===== config.mk =====
export PLATFORM = sky130hd
export DESIGN_NAME = cpu_sideband_control
export DESIGN_NICKNAME = d
export VERILOG_FILES = /design/src/sideband_pkg.sv /design/src/cpu_sideband_control.sv /design/src/sync_two_stage.sv
export SDC_FILE = /design/constraint.sdc
export NUM_CORES = 1
export LEC_CHECK = 0
export BUFFER_PORTS_ARGS = -buffer_cell sky130_fd_sc_hd__buf_2
export CORE_MARGIN = 2
export CORE_UTILIZATION = 48
export DETAILED_ROUTE_END_ITERATION = 10
export HOLD_SLACK_MARGIN = 0.15
export PLACE_DENSITY_LB_ADDON = 0.3
export SYNTH_ARGS = -nofsm -noshare
export SYNTH_HDL_FRONTEND = slang
export SYNTH_SLANG_ARGS = --single-unit
export TNS_END_PERCENT = 10

===== constraint.sdc =====
create_clock -name clk -period 2.1 [get_ports clk]
set_input_delay 0.315 -clock clk [delete_from_list [all_inputs] [get_ports clk]]
set_output_delay 0.315 -clock clk [all_outputs]
set_load 0.05 [all_outputs]

===== src/sideband_pkg.sv =====
// Package: shared types and constants for the processor sideband control pins
package sideband_pkg;

  // Synchroniser depth for asynchronous pins
  localparam int SYNC_STAGES = 2;

  // Reset value of the local interrupt controller enable
  localparam logic LIC_ENABLE_RESET = 1'b1;

  // Reset vector width and a plain default; the real value is strapped at power-on
  localparam int          VECTOR_WIDTH   = 32;
  localparam logic [31:0] VECTOR_DEFAULT = 32'h0000_0000;

  // Synchronised asynchronous inputs, all active high inside the block
  typedef struct packed {
    logic ignore_ne;
    logic soft_init;
    logic irq_zero;
    logic irq_one;
  } async_in_type;

  // Floating-point execution side of the core
  typedef struct packed {
    logic fp_error_pending;
    logic fp_noncontrol_issue;
  } fp_status_type;

  // Legacy / local interrupt routing outputs
  typedef struct packed {
    logic maskable_irq;
    logic nonmaskable_irq;
    logic local_irq_zero;
    logic local_irq_one;
  } irq_route_type;

  // Lock tracking states
  typedef enum logic [2:0] {
    LOCK_IDLE = 3'b001,
    LOCK_HELD = 3'b010,
    LOCK_LAST = 3'b100
  } lock_state_type;

  // Init sequencer states
  typedef enum logic [2:0] {
    INIT_RUN   = 3'b001,
    INIT_RESET = 3'b010,
    INIT_BUILTIN_SELF_TEST  = 3'b100
  } init_state_type;

endpackage


===== src/cpu_sideband_control.sv =====
// Processor sideband control: numeric error ignore, soft init, local interrupts, atomic lock
//
// Contract
// [RQ1] With ignore asserted, a pending FP error is disregarded and noncontrol FP instructions run on.
// [RQ2] With ignore deasserted, a noncontrol FP instruction faults when an earlier one left an error pending.
// [RQ3] When the native numeric-error bit of control register zero is set, the ignore input has no effect.
// [RQ4] Outside logic may change ignore at any time but must have it valid by target ready of the I/O write.
// [RQ5] Soft init resets the integer registers and leaves caches and FP registers alone.
// [RQ6] After soft init, execution restarts at the reset vector chosen at power-on configuration.
// [RQ7] Snoops are still serviced while soft init is held asserted.
// [RQ8] Soft init is taken as an asynchronous input with no timing relation to the bus clock.
// [RQ9] Soft init sampled active at reset release starts the built-in self-test.
// [RQ10] With the local interrupt controller disabled, input zero acts as the maskable interrupt line.
// [RQ11] With the local interrupt controller disabled, input one acts as the nonmaskable interrupt line.
// [RQ12] Both local interrupt inputs are taken asynchronously in either role.
// [RQ13] After reset the local interrupt controller is enabled, so the inputs act as local interrupt pins.
// [RQ14] The atomic-lock output is held from the start of the first to the end of the last locked transaction.
// [RQ15] A priority bus agent waits for lock to drop before taking the bus.
// [RQ16] Each asynchronous input passes a two-stage synchroniser before any logic reads it.
`timescale 1ns/1ns
module cpu_sideband_control
  import sideband_pkg::*;
#(
  parameter int VEC_W = VECTOR_WIDTH
) (
  // Clock and reset
  input  wire logic                        clk,
  input  wire logic                        reset_n,
  // Asynchronous sideband pins
  input  wire logic                        ignore_numeric_error_n,
  input  wire logic                        soft_init_n,
  input  wire logic [1:0]                  local_irq_pins,
  // Core configuration
  input  wire logic                        native_numeric_error_bit,
  input  wire logic                        lic_disable_req,
  input  wire logic                        lic_enable_req,
  input  wire logic [VEC_W-1:0]            reset_vector_strap,
  // Floating-point side
  input  wire sideband_pkg::fp_status_type fp_status,
  // Locked sequence from the bus unit
  input  wire logic                        locked_txn_start,
  input  wire logic                        locked_txn_last_end,
  // Snoop requests
  input  wire logic                        snoop_req,
  // Outputs
  output logic                             fp_exception,
  output logic                             int_regs_reset,
  output logic                             restart_valid,
  output logic [VEC_W-1:0]                 restart_vector,
  output logic                             builtin_self_test_start,
  output logic                             snoop_ack,
  output logic                             lic_enabled,
  output sideband_pkg::irq_route_type      irq_route,
  output logic                             lock_out_n,
  output logic                             lock_out_oe
);

  // ********************************************************************
  // Input synchronisation
  // ********************************************************************
  async_in_type raw_in;
  async_in_type sync_in;
  logic [$bits(async_in_type)-1:0] sync_bits;

  assign raw_in = '{ignore_ne: ~ignore_numeric_error_n, soft_init: ~soft_init_n,
                    irq_zero: local_irq_pins[0], irq_one: local_irq_pins[1]};

  // Pins are asynchronous; nothing reads them before the second stage
  sync_two_stage #(
    .WIDTH ($bits(async_in_type))
  ) u_sync (
    .clk      (clk),
    .reset_n  (reset_n),
    .async_in (raw_in),         // [RQ16] [RQ8] [RQ12]
    .sync_out (sync_bits)
  );

  assign sync_in = async_in_type'(sync_bits);

  // ********************************************************************
  // Numeric error handling
  // ********************************************************************
  logic fp_exc_reg;
  logic fp_exc_next;
  logic ignore_effective;

  // Ignore only counts while the native bit is clear
  assign ignore_effective = sync_in.ignore_ne & ~native_numeric_error_bit; // [RQ3]

  always_comb begin
    fp_exc_next = 1'b0;
    if (fp_status.fp_noncontrol_issue && fp_status.fp_error_pending && !ignore_effective) begin
      fp_exc_next = 1'b1; // [RQ2]
    end
    // Ignored error: no exception, instruction proceeds [RQ1]
  end

  always_ff @(posedge clk or negedge reset_n) begin
    if (!reset_n) begin
      fp_exc_reg <= 1'b0;
    end else begin
      fp_exc_reg <= fp_exc_next;
    end
  end

  assign fp_exception = fp_exc_reg;

  // ********************************************************************
  // Soft init and self-test sequencing
  // ********************************************************************
  init_state_type   init_state_reg;
  init_state_type   init_state_next;
  logic             int_rst_reg;
  logic             int_rst_next;
  logic             restart_reg;
  logic             restart_next;
  logic [VEC_W-1:0] vector_reg;
  logic [VEC_W-1:0] vector_next;
  logic             captured_reg;
  logic             captured_next;
  logic             builtin_self_test_reg;
  logic             builtin_self_test_next;
  logic             snoop_ack_reg;

  // The strap vector and the self-test request are caught on the first
  // clocks after release, never by the asynchronous reset itself. The
  // synchroniser adds its latency, so the init level seen two edges
  // after release is the one that stood at the release.
  logic [1:0] release_cnt_reg;
  logic [1:0] release_cnt_next;

  always_comb begin
    init_state_next  = init_state_reg;
    int_rst_next     = 1'b0;
    restart_next     = 1'b0;
    vector_next      = vector_reg;
    captured_next    = captured_reg;
    builtin_self_test_next        = 1'b0;
    release_cnt_next = release_cnt_reg;
    if (!captured_reg) begin
      if (release_cnt_reg == 2'h2) begin
        captured_next = 1'b1;
        vector_next   = reset_vector_strap;
        if (sync_in.soft_init) begin
          builtin_self_test_next       = 1'b1; // [RQ9]
          init_state_next = INIT_BUILTIN_SELF_TEST;
        end
      end else begin
        release_cnt_next = release_cnt_reg + 2'h1;
      end
    end else begin
      case (init_state_reg)
        INIT_RUN: begin
          if (sync_in.soft_init) begin
            init_state_next = INIT_RESET;
            int_rst_next    = 1'b1; // [RQ5]
          end
        end
        INIT_RESET: begin
          int_rst_next = 1'b1;
          if (!sync_in.soft_init) begin
            init_state_next = INIT_RUN;
            int_rst_next    = 1'b0;
            restart_next    = 1'b1; // [RQ6]
          end
        end
        INIT_BUILTIN_SELF_TEST: begin
          // Self-test requested at release; wait for init to drop
          if (!sync_in.soft_init) begin
            init_state_next = INIT_RUN;
            restart_next    = 1'b1;
          end
        end
        default: init_state_next = INIT_RUN;
      endcase
    end
  end

  always_ff @(posedge clk or negedge reset_n) begin
    if (!reset_n) begin
      init_state_reg  <= INIT_RUN;
      int_rst_reg     <= 1'b0;
      restart_reg     <= 1'b0;
      vector_reg      <= VEC_W'(VECTOR_DEFAULT);
      captured_reg    <= 1'b0;
      builtin_self_test_reg        <= 1'b0;
      release_cnt_reg <= 2'h0;
      snoop_ack_reg   <= 1'b0;
    end else begin
      init_state_reg  <= init_state_next;
      int_rst_reg     <= int_rst_next;
      restart_reg     <= restart_next;
      vector_reg      <= vector_next;
      captured_reg    <= captured_next;
      builtin_self_test_reg        <= builtin_self_test_next;
      release_cnt_reg <= release_cnt_next;
      // Snoops answered regardless of init state
      snoop_ack_reg   <= snoop_req; // [RQ7]
    end
  end

  // Only integer state is reset; caches and FP registers see no signal [RQ5]
  assign int_regs_reset = int_rst_reg;
  assign restart_valid  = restart_reg;
  assign restart_vector = vector_reg;
  assign builtin_self_test_start     = builtin_self_test_reg;
  assign snoop_ack      = snoop_ack_reg;

  // ********************************************************************
  // Local interrupt routing
  // ********************************************************************
  logic          lic_en_reg;
  logic          lic_en_next;
  irq_route_type route_reg;
  irq_route_type route_next;

  always_comb begin
    lic_en_next = lic_en_reg;
    if (lic_disable_req) begin
      lic_en_next = 1'b0;
    end else if (lic_enable_req) begin
      lic_en_next = 1'b1;
    end
    route_next = '0;
    if (lic_en_reg) begin
      route_next.local_irq_zero = sync_in.irq_zero;
      route_next.local_irq_one  = sync_in.irq_one;
    end else begin
      route_next.maskable_irq    = sync_in.irq_zero; // [RQ10]
      route_next.nonmaskable_irq = sync_in.irq_one;  // [RQ11]
    end
  end

  always_ff @(posedge clk or negedge reset_n) begin
    if (!reset_n) begin
      lic_en_reg <= LIC_ENABLE_RESET; // [RQ13]
      route_reg  <= '0;
    end else begin
      lic_en_reg <= lic_en_next;
      route_reg  <= route_next;
    end
  end

  assign lic_enabled = lic_en_reg;
  assign irq_route   = route_reg;

  // ********************************************************************
  // Atomic lock
  // ********************************************************************
  lock_state_type lock_state_reg;
  lock_state_type lock_state_next;

  always_comb begin
    lock_state_next = lock_state_reg;
    case (lock_state_reg)
      LOCK_IDLE: begin
        if (locked_txn_start) begin
          lock_state_next = LOCK_HELD; // [RQ14]
        end
      end
      LOCK_HELD: begin
        if (locked_txn_last_end) begin
          lock_state_next = LOCK_LAST;
        end
      end
      LOCK_LAST: lock_state_next = LOCK_IDLE;
      default:   lock_state_next = LOCK_IDLE;
    endcase
  end

  always_ff @(posedge clk or negedge reset_n) begin
    if (!reset_n) begin
      lock_state_reg <= LOCK_IDLE;
    end else begin
      lock_state_reg <= lock_state_next;
    end
  end

  // Held through the cycle in which the last transaction ends; a priority
  // agent sees the release one cycle later [RQ15]
  assign lock_out_n  = ~(lock_state_reg == LOCK_HELD); // [RQ14]
  assign lock_out_oe = (lock_state_reg == LOCK_HELD);

  // ********************************************************************
  // Assertions
  // ********************************************************************
  fp_ignore_a: assert property (@(posedge clk) disable iff (!reset_n) // [RQ1]
    (fp_status.fp_noncontrol_issue && fp_status.fp_error_pending && ignore_effective) |=> !fp_exception)
    else $error("exception raised while error ignored");

  fp_raise_a: assert property (@(posedge clk) disable iff (!reset_n) // [RQ2]
    (fp_status.fp_noncontrol_issue && fp_status.fp_error_pending && !ignore_effective) |=> fp_exception)
    else $error("pending error did not raise exception");

  ne_override_a: assert property (@(posedge clk) disable iff (!reset_n) // [RQ3]
    (native_numeric_error_bit && fp_status.fp_noncontrol_issue && fp_status.fp_error_pending) |=> fp_exception)
    else $error("ignore input honoured with native bit set");

  init_reset_a: assert property (@(posedge clk) disable iff (!reset_n) // [RQ5]
    (init_state_reg == INIT_RESET) |-> int_regs_reset || restart_valid || !sync_in.soft_init)
    else $error("integer reset dropped during init");

  restart_vec_a: assert property (@(posedge clk) disable iff (!reset_n) // [RQ6]
    restart_valid |-> restart_vector == $past(restart_vector))
    else $error("restart vector changed at restart");

  snoop_during_init_a: assert property (@(posedge clk) disable iff (!reset_n) // [RQ7]
    snoop_req |=> snoop_ack)
    else $error("snoop not answered");

  legacy_route_a: assert property (@(posedge clk) disable iff (!reset_n) // [RQ10] [RQ11]
    (!lic_en_reg && !lic_disable_req && !lic_enable_req) ##1 !lic_en_reg |->
      irq_route.maskable_irq == $past(sync_in.irq_zero) && irq_route.nonmaskable_irq == $past(sync_in.irq_one))
    else $error("legacy interrupt routing wrong");

  sync_delay_a: assert property (@(posedge clk) disable iff (!reset_n) // [RQ16]
    sync_in.irq_zero == $past(raw_in.irq_zero, 2) || !$past(reset_n, 2))
    else $error("synchroniser depth wrong");

  lock_take_a: assert property (@(posedge clk) disable iff (!reset_n) // [RQ14]
    (lock_state_reg == LOCK_IDLE && locked_txn_start) |=> !lock_out_n && lock_out_oe)
    else $error("lock not taken at first transaction");

  lock_span_a: assert property (@(posedge clk) disable iff (!reset_n) // [RQ14]
    (lock_state_reg == LOCK_HELD && !locked_txn_last_end) |=> !lock_out_n)
    else $error("lock dropped before last transaction ended");

  lock_drop_a: assert property (@(posedge clk) disable iff (!reset_n) // [RQ14]
    (lock_state_reg == LOCK_HELD && locked_txn_last_end) |=> lock_out_n)
    else $error("lock kept after last transaction ended");

endmodule


===== src/sync_two_stage.sv =====
// Two flip-flop synchroniser, one per bit
`timescale 1ns/1ns
module sync_two_stage #(
  parameter int WIDTH = 4
) (
  // Clock and reset
  input  wire logic             clk,
  input  wire logic             reset_n,
  // Data
  input  wire logic [WIDTH-1:0] async_in,
  output logic      [WIDTH-1:0] sync_out
);

  logic [WIDTH-1:0] first_reg;
  logic [WIDTH-1:0] second_reg;

  // First stage feeds only the second stage
  always_ff @(posedge clk or negedge reset_n) begin
    if (!reset_n) begin
      first_reg  <= '0;
      second_reg <= '0;
    end else begin
      first_reg  <= async_in;
      second_reg <= first_reg;
    end
  end

  assign sync_out = second_reg;

endmodule


==> summary.txt <==
Cells and area
  – Area delta synth->final: 31.8%
  – Filler Cells Inserted: 361
  – Post-route insts no fill: 302
  – Layout cells sized above 1: 0.577
  – # nets final: 290
  – Max reg flops: 32
  – N_diodes: 0
  – Design area: 0.00301 mm^2

Worst setup path
  – CP Launch Type: register
  – CP max stage delay: 520 ps
  – Crit path required time: 1780 ps
  – CP cell instances: nand2b_1 > nor2_1 > inv_1 > buf_2
  – Slowest stage cell, crit path: dfstp_2
  – CP endpoint kind: output port
  – CP max FO: 3
  – WP buf/inv: 2
  – Cell family with most CP delay: flip-flops
  – Critical path class: register to output port
  – Crit path DAT: 1340 ps

Drt
  – Pre-antenna DRT Iters: 4
  – WL per Instance: 13.0 um
  – Vias per std cell: 4.79
  – Starting DRT DRC Count: 72
  – WL final: 3920 um
  – Routed via count: 1,446
  – Final routed DRC violation total: 0
  – Final ANT Viol Nets: 0

Logic synthesis
  – Synth Warn #: 0
  – Yosys top cell by area: dfrtp_1
  – Most common cell in the netlist: dfrtp_1
  – Synth area leaders: dfrtp_1 61%, mux2_4 19%, dfstp_2 3.4%
  – Mapped Cells: 139
  – Syn avg cell area: 16.4 um^2
  – Top_reg_cell synth: dfrtp_1
  – Synthesized net count: 186
  – Sequential share of the synthesized area: 0.648
  – Seq cells post-synth: 59
  – Fraction of registers with async set/reset: 1.00
  – Post-synthesis cell type count: 29
  – Most common library cells after synthesis: 56 x dfrtp_1, 29 x mux2_4, 5 x inv_1, 5 x nand2_1, 5 x nor2_1
  – Synth top area share: 0.613
  – EDFF count, synth: 0
  – Synthesized area: 0.00229 mm^2

Flow run
  – Max Cap Viol: 0

Global route
  – Global-route wire length before repair: 6240 um
  – Antenna violations before repair: 0
  – Largest net degree at the start of global routing: 60
  – Vias in the first global route: 1,355
  – GRT overflow: 0
  – Global Route Usage Sum: 0.159

Timing
  – Actual slew at the worst max-slew pin: 301 ps
  – Worst Skew: 8.13 ps
  – Unrepaired setup endpoints after global routing: false
  – Slew Limit Headroom: 0.797
  – Min cycle time layout: 1660 ps
  – Hold Vio Cnt, Final: 0
  – Maximum achievable frequency: 603 MHz
  – Setup TNS Final: 0 ps
  – Final slew viol count: 0
  – Setup Viol. Count Final: 0
  – Tcrit/Tclk final: 0.789

Power and ir drop
  – Pleak: 1.53 nW
  – Pwr dens: 903 mW/mm^2
  – Part of the power in combinational logic: 0.192
  – Reg power frac: 0.483
  – Sw frac: 0.293
  – Peak supply drop: 0.000607 V
  – Pint: 1.92 mW
  – Clock power frac: 0.325
  – Switching pwr: 798 uW

Floorplanning
  – Initial core utilization: 0.490
  – Core box area: 0.00466 mm^2
  – Die area: 0.00533 mm^2
  – # IOs: 90
  – Row count: 25
  – Die span in x: 73.0 um
  – Die height: 73.0 um

Place
  – Post-DP HPWL: 2610 um
  – Placed inst area: 0.00277 mm^2
  – Port Buffer Count: 89
  – Dpl cells: 279
  – GPL Wtd Cong: 0.729

Outcome
  – Status: finished clean

Worst hold path
  – HP Class: input port to register

Clock tree
  – Total CTS buffers: 9
  – Clk sinks: 59
  – Post-cts resize count: 0
  – Clock Path Buffers: 2
  – H-tree Lvls: 3
  – Root buf cell: clkbuf_8
  – Clk_lat worst skew: 330 ps
  – CTS tree: done
  – Clock transition at path regs: 60 ps
-- worst paths after layout --
kind,end,slack (ps),startpoint,cells after the start
max in group asynchronous,init_state_reg[0],1270,reset_n,3
hold reg to reg,u_sync.sync_out[1],350,u_sync.first_reg[1],0
hold / removal,fp_exception,210,fp_status[1],3
min in group asynchronous,fp_exception,520,reset_n,3
setup / recovery,lock_out_n,440,lock_state_reg[0],4
setup reg to reg,restart_vector[16],490,release_cnt_reg[0],5
-- stage by stage --
step	setup WS [ps]	utilization	power, mW	hold WS [ps]
2_1_floorplan	116	-	1.69	19.4
3_3_place_gp	513	0.594	1.84	333
3_5_place_dp	485	0.594	1.85	337
4_1_cts	416	0.646	2.76	197
5_1_grt	376	0.646	2.85	203
6_report	442	0.646	2.72	211
-- final cells by class --
class / count / area [um^2] / area share
clock inverters: 3 / 15.0 / 0.00498
flip-flops and latches: 59 / 1480 / 0.491
multi-input cells: 70 / 717 / 0.238
well taps: 54 / 67.6 / 0.0224
inverters: 5 / 18.8 / 0.00623
clock buffers: 13 / 159 / 0.0527
repair buffers: 98 / 556 / 0.184
-- metal layers --
metal / vias to the layer above / track usage / wire [um]
li1: 678 / - / -
met1: 694 / 0.195 / 1710
met4: 0 / 0.117 / 124
met3: 12 / 0.0470 / 255
met5: - / 0 / 0
met2: 62 / 0.237 / 1830
-- tightest hold or removal path: stages --
cell and delay, ps:
buf_2 90, nand2_1 50, a21oi_1 40
-- cell families after synthesis --
kind of cell | synth area share
buffers and inverters | 0.0411
XOR/XNOR | 0.0115
flip-flops | 0.648
AO/OA/AOI/OAI | 0.0208
AND/OR/NAND/NOR | 0.0684
multiplexers | 0.205
adder cells (fa/ha/maj) | 0.00547
-- cell usage in the layout (no fill, tap or decap) --
cell	synthesis	final
xnor2_1	2	2
and2_1	4	4
nor2b_1	2	2
and4b_2	1	1
o21ai_1	1	1
ha_1	1	1
buf_2	0	89
o21bai_1	1	1
nand3b_1	1	1
xor2_1	1	1
a21oi_1	3	3
mux2_2	3	3
nor2b_4	0	1
o21ai_0	1	1
or2_2	1	1
a21o_1	1	1
nor4bb_1	1	1
nor2_1	5	5
clkbuf_8	0	11
buf_12	3	2
clkinv_2	0	3
o21a_1	1	1
inv_1	5	5
mux2_4	29	29
nand2b_1	1	1
dfstp_2	3	3
dlygate4sd3_1	0	7
nand3_1	1	1
nand2_1	5	5
dfrtp_1	56	56
nor4b_1	3	3
clkbuf_1	1	2
-- power groups by stage --
stage	registers, mW	clock network [mW]	logic [mW]
CTS	1.31	0.919	0.528
global route	1.33	0.962	0.557
floorplan	1.51	0	0.180
detailed placement	1.33	0	0.515
finish	1.31	0.885	0.522
global placement	1.33	0	0.510
-- timing repair --
item	in CTS	in global routing
hold buffers	7	0
buffers inserted	0	0
setup endpoints to repair	0	0
hold endpoints to repair	62	0
Power figures use the tool's default switching activity.
